## src/rtl/lvsup_pkg.sv

```systemverilog
// constants for the line voltage supervisor
package lvsup_pkg;
  localparam logic [5:0]  ADDR_ZERO_CROSS_TIMEOUT    = 6'h1D;
  localparam logic [5:0]  ADDR_PERIOD    = 6'h27;
  localparam logic [5:0]  ADDR_DIPLVL    = 6'h1F;
  localparam logic [5:0]  ADDR_DIPCYC    = 6'h1E;
  localparam logic [5:0]  ADDR_OFFSET    = 6'h0D;
  localparam logic [5:0]  ADDR_MODE      = 6'h09;
  localparam logic [5:0]  ADDR_IRQEN     = 6'h0A;
  localparam logic [5:0]  ADDR_STATUS    = 6'h0B;
  localparam logic [5:0]  ADDR_STATCLR   = 6'h0C;
  localparam int          MODE_DIPDIS    = 0;
  localparam int          OFS_INTEG      = 7;
  localparam int          ST_DIP         = 0;
  localparam int          ST_CROSSING_TIMEOUT_FLAG        = 1;
  localparam int          ST_ZX          = 2;
  localparam logic [11:0] ZERO_CROSS_TIMEOUT_RST     = 12'hFFF;
  localparam logic [7:0]  DIPLVL_RST     = 8'h2D;
  localparam logic [7:0]  DIPCYC_RST     = 8'hFF;
  localparam logic [15:0] IRQEN_RST      = 16'h0000;
  localparam logic [7:0]  MODE_RST       = 8'h00;
  localparam int          TO_DIV         = 128;
  localparam int          PER_DIV        = 32;
  localparam int          FILT_SHIFT     = 3;
endpackage : lvsup_pkg

```

## src/rtl/lvsup_top.sv

```systemverilog
// line voltage supervisor: crossing, timeout, period, dip, status
`timescale 1ns/1ps
module lvsup_top #(
  parameter int SAMPLE_W = 16
) (
  // clock and reset
  input  wire logic                i_clk,
  input  wire logic                i_rst,
  // voltage channel filtered samples
  input  wire logic                i_smp_valid,
  input  wire logic [SAMPLE_W-1:0] i_smp,
  // supply monitor
  input  wire logic                i_undervolt,
  // register port
  input  wire logic                i_wr,
  input  wire logic                i_rd,
  input  wire logic [5:0]          i_addr,
  input  wire logic [15:0]         i_wdata,
  output logic      [15:0]         o_rdata,
  // pins and controls
  output logic                     o_zero_cross_out,
  output logic                     o_dip_n,
  output logic                     o_irq_n,
  output logic                     o_integrator_en,
  output logic                     o_accum_en
);
  import lvsup_pkg::*;

  // ----------------------------------------------------------
  // state
  // ----------------------------------------------------------
  typedef struct packed {
    logic [7:0]  offset;
    logic [7:0]  mode;
    logic [15:0] irqen;
    logic [2:0]  status;
    logic [11:0] zero_cross_timeout;
    logic [11:0] to_cnt;
    logic        to_done;
    logic [7:0]  dip_level;
    logic [7:0]  dip_cyc;
    logic [7:0]  cyc_cnt;
    logic        dip_act;
    logic        zx;
    logic        seen;
    logic [6:0]  div128;
    logic [4:0]  div32;
    logic [15:0] per_cnt;
    logic [18:0] per_acc;
    logic [15:0] period;
    logic [15:0] rdata;
  } lvsup_state_t;

  lvsup_state_t s_reg;
  lvsup_state_t s_next;

  logic              smp_pos;
  logic [7:0]        msb_byte;
  logic [7:0]        abs_byte;
  logic [7:0]        thresh;
  logic              below;
  logic              zx_event;
  logic              rise;
  logic              tick128;
  logic              tick32;
  logic [15:0]       per_filt;
  logic              to_expire;

  // ----------------------------------------------------------
  // decode helpers
  // ----------------------------------------------------------
  // counter has hit zero and no crossing rearms it this cycle
  function automatic logic expiry_due(input logic       ev,
                                      input logic [11:0] cnt,
                                      input logic       done);
    expiry_due = !ev && (cnt == 12'h000) && !done;
  endfunction : expiry_due

  // ----------------------------------------------------------
  // sample decode
  // ----------------------------------------------------------
  always_comb
  begin
    smp_pos  = ~i_smp[SAMPLE_W-1];
    msb_byte = i_smp[SAMPLE_W-2 -: 8];
    abs_byte = msb_byte[7] ? 8'(~msb_byte + 8'h01) : msb_byte;
    thresh   = (s_reg.dip_level <= 8'h01) ? 8'h00 : s_reg.dip_level;
    below    = thresh > abs_byte;
    zx_event = i_smp_valid && s_reg.seen && (smp_pos != s_reg.zx);
    rise     = zx_event && smp_pos;
    tick128  = (s_reg.div128 == 7'(TO_DIV - 1));
    tick32   = (s_reg.div32 == 5'(PER_DIV - 1));
    per_filt = s_reg.per_acc[18:3];
    to_expire = expiry_due(zx_event, s_reg.to_cnt, s_reg.to_done);
  end

  // ----------------------------------------------------------
  // next state
  // ----------------------------------------------------------
  always_comb
  begin
    s_next = s_reg;
    s_next.div128 = 7'(s_reg.div128 + 7'h01);
    s_next.div32  = 5'(s_reg.div32 + 5'h01);
    if (i_smp_valid)
    begin
      s_next.seen = 1'b1;
      s_next.zx   = smp_pos;
    end
    // timeout
    if (zx_event)
    begin
      s_next.to_cnt  = s_reg.zero_cross_timeout;
      s_next.to_done = 1'b0;
    end
    else if (tick128 && s_reg.to_cnt != 12'h000)
    begin
      s_next.to_cnt = 12'(s_reg.to_cnt - 12'h001);
    end
    if (to_expire)
    begin
      s_next.to_done = 1'b1;
    end
    // period
    if (tick32 && s_reg.per_cnt != 16'h7FFF)
    begin
      s_next.per_cnt = 16'(s_reg.per_cnt + 16'h0001);
    end
    if (rise)
    begin
      s_next.per_cnt = 16'h0000;
      s_next.per_acc = 19'(s_reg.per_acc - {3'h0, per_filt} + {3'h0, s_reg.per_cnt});
      s_next.period  = {1'b0, per_filt[14:0]};
    end
    // dip detection
    if (i_smp_valid && !below)
    begin
      s_next.cyc_cnt = 8'h00;
      s_next.dip_act = 1'b0;
    end
    else if (rise && below)
    begin
      if (8'(s_reg.cyc_cnt + 8'h01) >= 8'(s_reg.dip_cyc - 8'h01))
      begin
        s_next.dip_act = 1'b1;
      end
      else
      begin
        s_next.cyc_cnt = 8'(s_reg.cyc_cnt + 8'h01);
      end
    end
    // register writes
    if (i_wr)
    begin
      case (i_addr)
        ADDR_ZERO_CROSS_TIMEOUT: s_next.zero_cross_timeout    = i_wdata[11:0];
        ADDR_DIPLVL: s_next.dip_level = i_wdata[7:0];
        ADDR_DIPCYC: s_next.dip_cyc   = i_wdata[7:0];
        ADDR_OFFSET: s_next.offset    = i_wdata[7:0];
        ADDR_MODE:   s_next.mode      = i_wdata[7:0];
        ADDR_IRQEN:  s_next.irqen     = i_wdata;
        default:     s_next.offset    = s_next.offset;
      endcase
    end
    // read data
    if (i_rd)
    begin
      case (i_addr)
        ADDR_ZERO_CROSS_TIMEOUT:  s_next.rdata = {4'h0, s_reg.zero_cross_timeout};
        ADDR_PERIOD:  s_next.rdata = s_reg.period;
        ADDR_DIPLVL:  s_next.rdata = {8'h00, s_reg.dip_level};
        ADDR_DIPCYC:  s_next.rdata = {8'h00, s_reg.dip_cyc};
        ADDR_OFFSET:  s_next.rdata = {8'h00, s_reg.offset};
        ADDR_MODE:    s_next.rdata = {8'h00, s_reg.mode};
        ADDR_IRQEN:   s_next.rdata = s_reg.irqen;
        ADDR_STATUS:  s_next.rdata = {13'h0000, s_reg.status};
        ADDR_STATCLR: s_next.rdata = {13'h0000, s_reg.status};
        default:      s_next.rdata = 16'h0000;
      endcase
      if (i_addr == ADDR_STATCLR)
      begin
        s_next.status = 3'b000;
      end
    end
    // event flags, set wins over clear
    if (zx_event)
    begin
      s_next.status[ST_ZX] = 1'b1;
    end
    if (to_expire)
    begin
      s_next.status[ST_CROSSING_TIMEOUT_FLAG] = 1'b1;
    end
    if (s_next.dip_act && !s_reg.dip_act)
    begin
      s_next.status[ST_DIP] = 1'b1;
    end
  end

  // ----------------------------------------------------------
  // registers
  // ----------------------------------------------------------
  always_ff @(posedge i_clk or posedge i_rst)
  begin
    if (i_rst)
    begin
      s_reg           <= '0;
      s_reg.zero_cross_timeout    <= ZERO_CROSS_TIMEOUT_RST;
      s_reg.to_cnt    <= ZERO_CROSS_TIMEOUT_RST;
      s_reg.dip_level <= DIPLVL_RST;
      s_reg.dip_cyc   <= DIPCYC_RST;
      s_reg.irqen     <= IRQEN_RST;
      s_reg.mode      <= MODE_RST;
    end
    else
    begin
      s_reg <= s_next;
    end
  end

  // ----------------------------------------------------------
  // outputs
  // ----------------------------------------------------------
  assign o_rdata          = s_reg.rdata;
  assign o_zero_cross_out = s_reg.zx;
  assign o_integrator_en  = s_reg.offset[OFS_INTEG];
  assign o_accum_en       = ~i_undervolt;
  assign o_irq_n          = ~(|(s_reg.status & s_reg.irqen[2:0]));
  assign o_dip_n          = ~(i_undervolt
                              || (!s_reg.mode[MODE_DIPDIS]
                                  && (s_reg.to_done || s_reg.dip_act)));

endmodule : lvsup_top

```

## config.mk

```make
export PLATFORM = sky130hd
export DESIGN_NAME = lvsup_top
export DESIGN_NICKNAME = d
export VERILOG_FILES = /design/src/rtl/lvsup_pkg.sv /design/src/rtl/lvsup_top.sv
export SDC_FILE = /design/constraint.sdc
export NUM_CORES = 1
export LEC_CHECK = 0
export BUFFER_PORTS_ARGS = -buffer_cell sky130_fd_sc_hd__buf_4
export CAP_MARGIN = 20
export CORE_MARGIN = 2
export CORE_UTILIZATION = 45
export CTS_BUF_LIST = sky130_fd_sc_hd__clkbuf_4 sky130_fd_sc_hd__clkbuf_8
export DETAILED_ROUTE_END_ITERATION = 8
export HOLD_SLACK_MARGIN = 0.08
export PLACE_DENSITY = 0.69
export SYNTH_ARGS = -nofsm -noshare
export SYNTH_HDL_FRONTEND = slang
export SYNTH_SLANG_ARGS = --single-unit
```

## constraint.sdc

```tcl
create_clock -name i_clk -period 9.2 [get_ports i_clk]
set_clock_uncertainty 0.15 [all_clocks]
set_input_delay 0.46 -clock i_clk [delete_from_list [all_inputs] [get_ports i_clk]]
set_output_delay 0.46 -clock i_clk [all_outputs]
set_load 0.02 [all_outputs]
```

==> impl_table.tex <==
\begin{tabular}{lr}
\hline
Metric & Value \\
\hline
\multicolumn{2}{l}{\textbf{Clock network}} \\
Clock-pin slew on the worst setup and hold paths & 0.10 ns \\
H-tree depth & 4 \\
Worst-Skew Late Latency & 0.48 ns \\
TritonCTS Buffers & 17 \\
Clk sink count & 165 \\
Root Buffer Master & sky130\_fd\_sc\_hd\_\_clkbuf\_8 \\
Number of buffers on the longest clock path & 2 \\
CTS tree & done \\
Number of buffers inserted to repair setup after CTS & 0 \\
\multicolumn{2}{l}{\textbf{GRT}} \\
Overall overflow remaining after global route & 0 \\
Pin count of the biggest net entering global routing & 100 \\
Antenna violations before repair & 0 \\
Via count of the first global-routing pass & between 6000 and 7000 \\
Total routing usage reported by global routing & 19.5\% \\
Global-route wire length before repair & roughly 34 mm \\
\multicolumn{2}{l}{\textbf{Power and ir drop}} \\
Gate power share & 44.4\% \\
Worst-case vdd ir drop & $\sim$110 µV \\
Leakage Power & 4.82 nW \\
Power Density & 260 nW/µm² \\
Switching Fraction & roughly two fifths \\
Reported net switching power & approximately 1.1 mW \\
Share of power burned in the clock network & approximately a fifth \\
Cell internal pwr & 1.62 mW \\
Share of total power in sequential cells & 35.6\% \\
\multicolumn{2}{l}{\textbf{Logic synthesis}} \\
Most instantiated flip-flop cell in the synthesis netlist & sky130\_fd\_sc\_hd\_\_dfrtp\_1 \\
Synthesized netlist cell count & about 940 \\
Unique masters post-synth & 65 \\
Yosys warns & 0 \\
Complex-gate fraction of the synthesized area & around 14\% \\
Sequential cell area fraction in the yosys report & roughly 44\% \\
Share of synthesized area spent on multiplexers & under 10\% \\
Mean Syn Cell Area & a little over 10 µm² \\
EDFF count, synth & 0 \\
Adder-cell share of the synthesized area & a little over 9\% \\
Simple-gate area share of the yosys netlist & 14.0\% \\
Number of nets produced by synthesis & about 1000 \\
Post-synthesis cell area & around 9500 µm² \\
Fraction of registers with async set/reset & 100\% \\
Number of storage elements in the synthesis netlist & 165 \\
Post-synthesis share of cell area spent on xor and xnor gates & around 4.7\% \\
Dominant combinational cell family by area after synthesis & compound AO/OA/AOI/OAI gates \\
\multicolumn{2}{l}{\textbf{Floorplanning}} \\
Die area & approximately 22000 µm² \\
Number of primary I/O pins & 65 \\
Area of the core & roughly 21000 µm² \\
Width of the die & 149 µm \\
Initial standard-cell utilization of the core & 45.4\% \\
Standard-cell rows & 53 \\
Vertical die dimension & 149 µm \\
\multicolumn{2}{l}{\textbf{Cells and area}} \\
Final cell count without fillers & approximately 1300 \\
Share of final-layout standard cells stronger than drive strength 1 & 21.2\% \\
Area growth from synthesis to layout & 11.7\% \\
Footprint of the multi-input gates & around 4800 µm² \\
Fill cell total of the finished layout & $\sim$1900 \\
Register cell area after layout & 4170 µm² \\
Ant diodes & 0 \\
Number of nets in the layout & about 1100 \\
Number of flip-flops in the largest register & $\sim$130 \\
\multicolumn{2}{l}{\textbf{Route}} \\
Residual DRC count & 0 \\
ANT nets after route & 0 \\
Avg Vias per Cell & about 5.5 \\
Total routed wirelength & approximately 21 mm \\
Violation count after the first detailed-route iteration & 555 \\
Detailed-routing iteration count for the pre-antenna-repair pass & 5 \\
Mean routed wirelength per cell & between 15 and 20 µm \\
Number of vias after detailed routing & 7024 \\
\multicolumn{2}{l}{\textbf{Critical path}} \\
Critical R2R Capture & s\_reg[83] \\
Type of the setup path with the least slack & reg -> reg \\
Delay contributed by the slowest stage of the critical path & around 0.6 ns \\
Setup slack of the worst register-to-register path & between 5 and 6 ns \\
Required time reported for the critical path endpoint & 9.42 ns \\
Type of origin of the critical path & flop \\
Cells along the critical path & or4\_1 > o41ai\_1 > ha\_1 > nand4\_1 > or2\_2 > and2\_1 > o21ai\_0 > o21a\_1 > mux2\_2 \\
CP arrival & between 3 and 4 ns \\
Reg-to-reg critical path startpoint & s\_reg[102] \\
Cells on worst reg2reg path & 9 \\
Cell at the slowest stage of the critical path & sky130\_fd\_sc\_hd\_\_o21ai\_0 \\
Capturing element type of the critical path & flop \\
Max FO, Critical Path & 8 \\
\multicolumn{2}{l}{\textbf{Min path}} \\
Source of the worst hold timing path & i\_smp\_valid \\
Number of cells on the worst hold path & 2 \\
Hold endpoint & s\_reg[79] \\
Kind of path behind the tightest hold check & in -> reg \\
\multicolumn{2}{l}{\textbf{Placed design}} \\
Buffers on Ports & 57 \\
Post-detail-place hpwl & between 10 and 15 mm \\
Number of placed instances, taps included & 1227 \\
Placer congestion estimate & 0.853 \\
\multicolumn{2}{l}{\textbf{Timing}} \\
Total negative slack & 0 ns \\
Pins over their slew limit & 0 \\
Least-Margin Pin Slew & 1.05 ns \\
Final clock period utilization by the worst path & between 30\% and 40\% \\
FMAX & $\sim$280 MHz \\
Setup repair after global routing missed its margin & false \\
Total setup violations reported at the end of the flow & 0 \\
Count of endpoints failing hold in the final timing report & 0 \\
Worst slew margin relative to its limit & approximately 30\% \\
Shortest clock period the worst path allows after layout & about 3.5 ns \\
\multicolumn{2}{l}{\textbf{Run status}} \\
Status & finished clean \\
\multicolumn{2}{l}{\textbf{Job}} \\
Max capacitance violation total & 0 \\
\hline
\end{tabular}
-- synth_stat cells, drive strengths merged, types with 4 or more instances --
| cell | number | area share [%] |
|---|---|---|
| nand2 | 103 | 4.1 |
| a21o | 11 | 0.87 |
| a22o | 10 | 0.93 |
| o31ai | 5 | 0.40 |
| o211ai | 4 | 0.32 |
| nand3 | 24 | 1.3 |
| nor2b | 6 | 0.40 |
| ha | 43 | 5.7 |
| o21ai | 54 | 3.1 |
| o21a | 4 | 0.32 |
| a222oi | 21 | 2.2 |
| and2 | 5 | 0.33 |
| nor2 | 59 | 2.3 |
| mux2 | 63 | 7.5 |
| nand4 | 7 | 0.46 |
| dfrtp | 129 | 34 |
| clkbuf | 32 | 1.3 |
| inv | 82 | 3.3 |
| buf | 19 | 1.4 |
| nor4 | 9 | 0.60 |
| a21oi | 35 | 1.9 |
| a41oi | 9 | 0.83 |
| fa | 16 | 3.4 |
| dfstp | 36 | 10 |
| a211oi | 8 | 0.63 |
| xor2 | 15 | 1.4 |
| and3 | 11 | 0.73 |
| nand2b | 12 | 0.79 |
| xnor2 | 36 | 3.3 |
| nor3 | 17 | 0.90 |
-- per-layer routing --
metal | wire length (µm) | GRT usage (%) | vias to the layer above | part of all wire (%)
met2 | 10200 | 33.1 | 152 | 49
li1 | - | - | 3391 | -
met3 | 738 | 3.06 | 30 | 3.6
met4 | 449 | 7.05 | 0 | 2.2
met1 | 9190 | 25.2 | 3451 | 45
met5 | 0 | 0 | - | 0
-- critical path: cells and delay by family (launching register included) --
kind | cells | cell delay (ns)
DFF | 1 | 0.43
adders and majority gates | 1 | 0.17
AOI/OAI and AO/OA | 3 | 1.25
and+or+nand+nor | 4 | 1.05
muxes | 1 | 0.37
-- worst max path at each step --
stage / startpoint / to / slack, ns / depth (start not counted)
final: s_reg[102] / s_reg[83] / 5.66 / 9
after global routing: s_reg[102] / s_reg[83] / 5.46 / 9
after CTS: s_reg[102] / s_reg[83] / 5.67 / 9
after detailed placement: i_smp[12] / s_reg[83] / 5.56 / 12
after global placement: i_smp[10] / s_reg[83] / 5.62 / 12
after floorplan: i_rst / o_integrator_en / 4.19 / 1
-- repair_timing --
action / in CTS / in global routing
hold buffers: 11 / 0
resized for setup: 0 / 0
hold endpoints to repair: 58 / 0
-- cell type report --
class	count	area share, %
multi-input cells	643	45.0
flip-flops and latches	165	39.5
repair buffers	73	5.45
well taps	275	3.26
inverters	82	2.96
clock buffers	18	2.28
clock inverters	14	1.57
-- kinds of logic (layout without fill, tap and decap cells) --
| group | Yosys count | count (layout) |
|---|---|---|
| xor gates and xnor gates | 51 | 51 |
| adders and majority gates | 59 | 59 |
| DFF | 165 | 165 |
| and+or+nand+nor | 276 | 276 |
| AOI/OAI and AO/OA | 192 | 192 |
| buffers and inverters | 133 | 187 |
| muxes | 65 | 65 |
-- layout by cell type (no fill, tap or decap), drive strengths merged, types with 12 or more instances in the layout --
master,instances
fa,16
nand3,24
a222oi,21
inv,89
nor2,59
o21ai,54
xor2,15
clkbuf,18
xnor2,36
a21oi,35
nor3,17
nand2b,12
mux2,63
ha,43
dfstp,36
nand2,103
dfrtp,129
buf,62
-- power by group through the flow --
stage          clock (mW)  sequential (mW)  combinational, mW
6_report            0.547            0.979               1.22
3_5_place_dp            0            0.992               1.20
4_1_cts             0.558            0.979               1.22
2_1_floorplan           0            0.952              0.964
5_1_grt             0.588            0.996               1.40
3_3_place_gp            0            0.987               1.17
-- metrics by stage --
stage	total power [mW]	hold WS [ns]	worst slack, ns	utilization, %	instance area (µm²)
3_5_place_dp	2.19	0.299	5.56	48.3	10100
5_1_grt	2.98	0.107	5.46	50.8	10600
2_1_floorplan	1.92	0.271	4.19	-	9460
3_3_place_gp	2.16	0.292	5.62	48.3	10100
4_1_cts	2.75	0.0855	5.67	50.8	10600
6_report	2.75	0.112	5.66	50.8	10600
(Power assumes the default switching activity.)
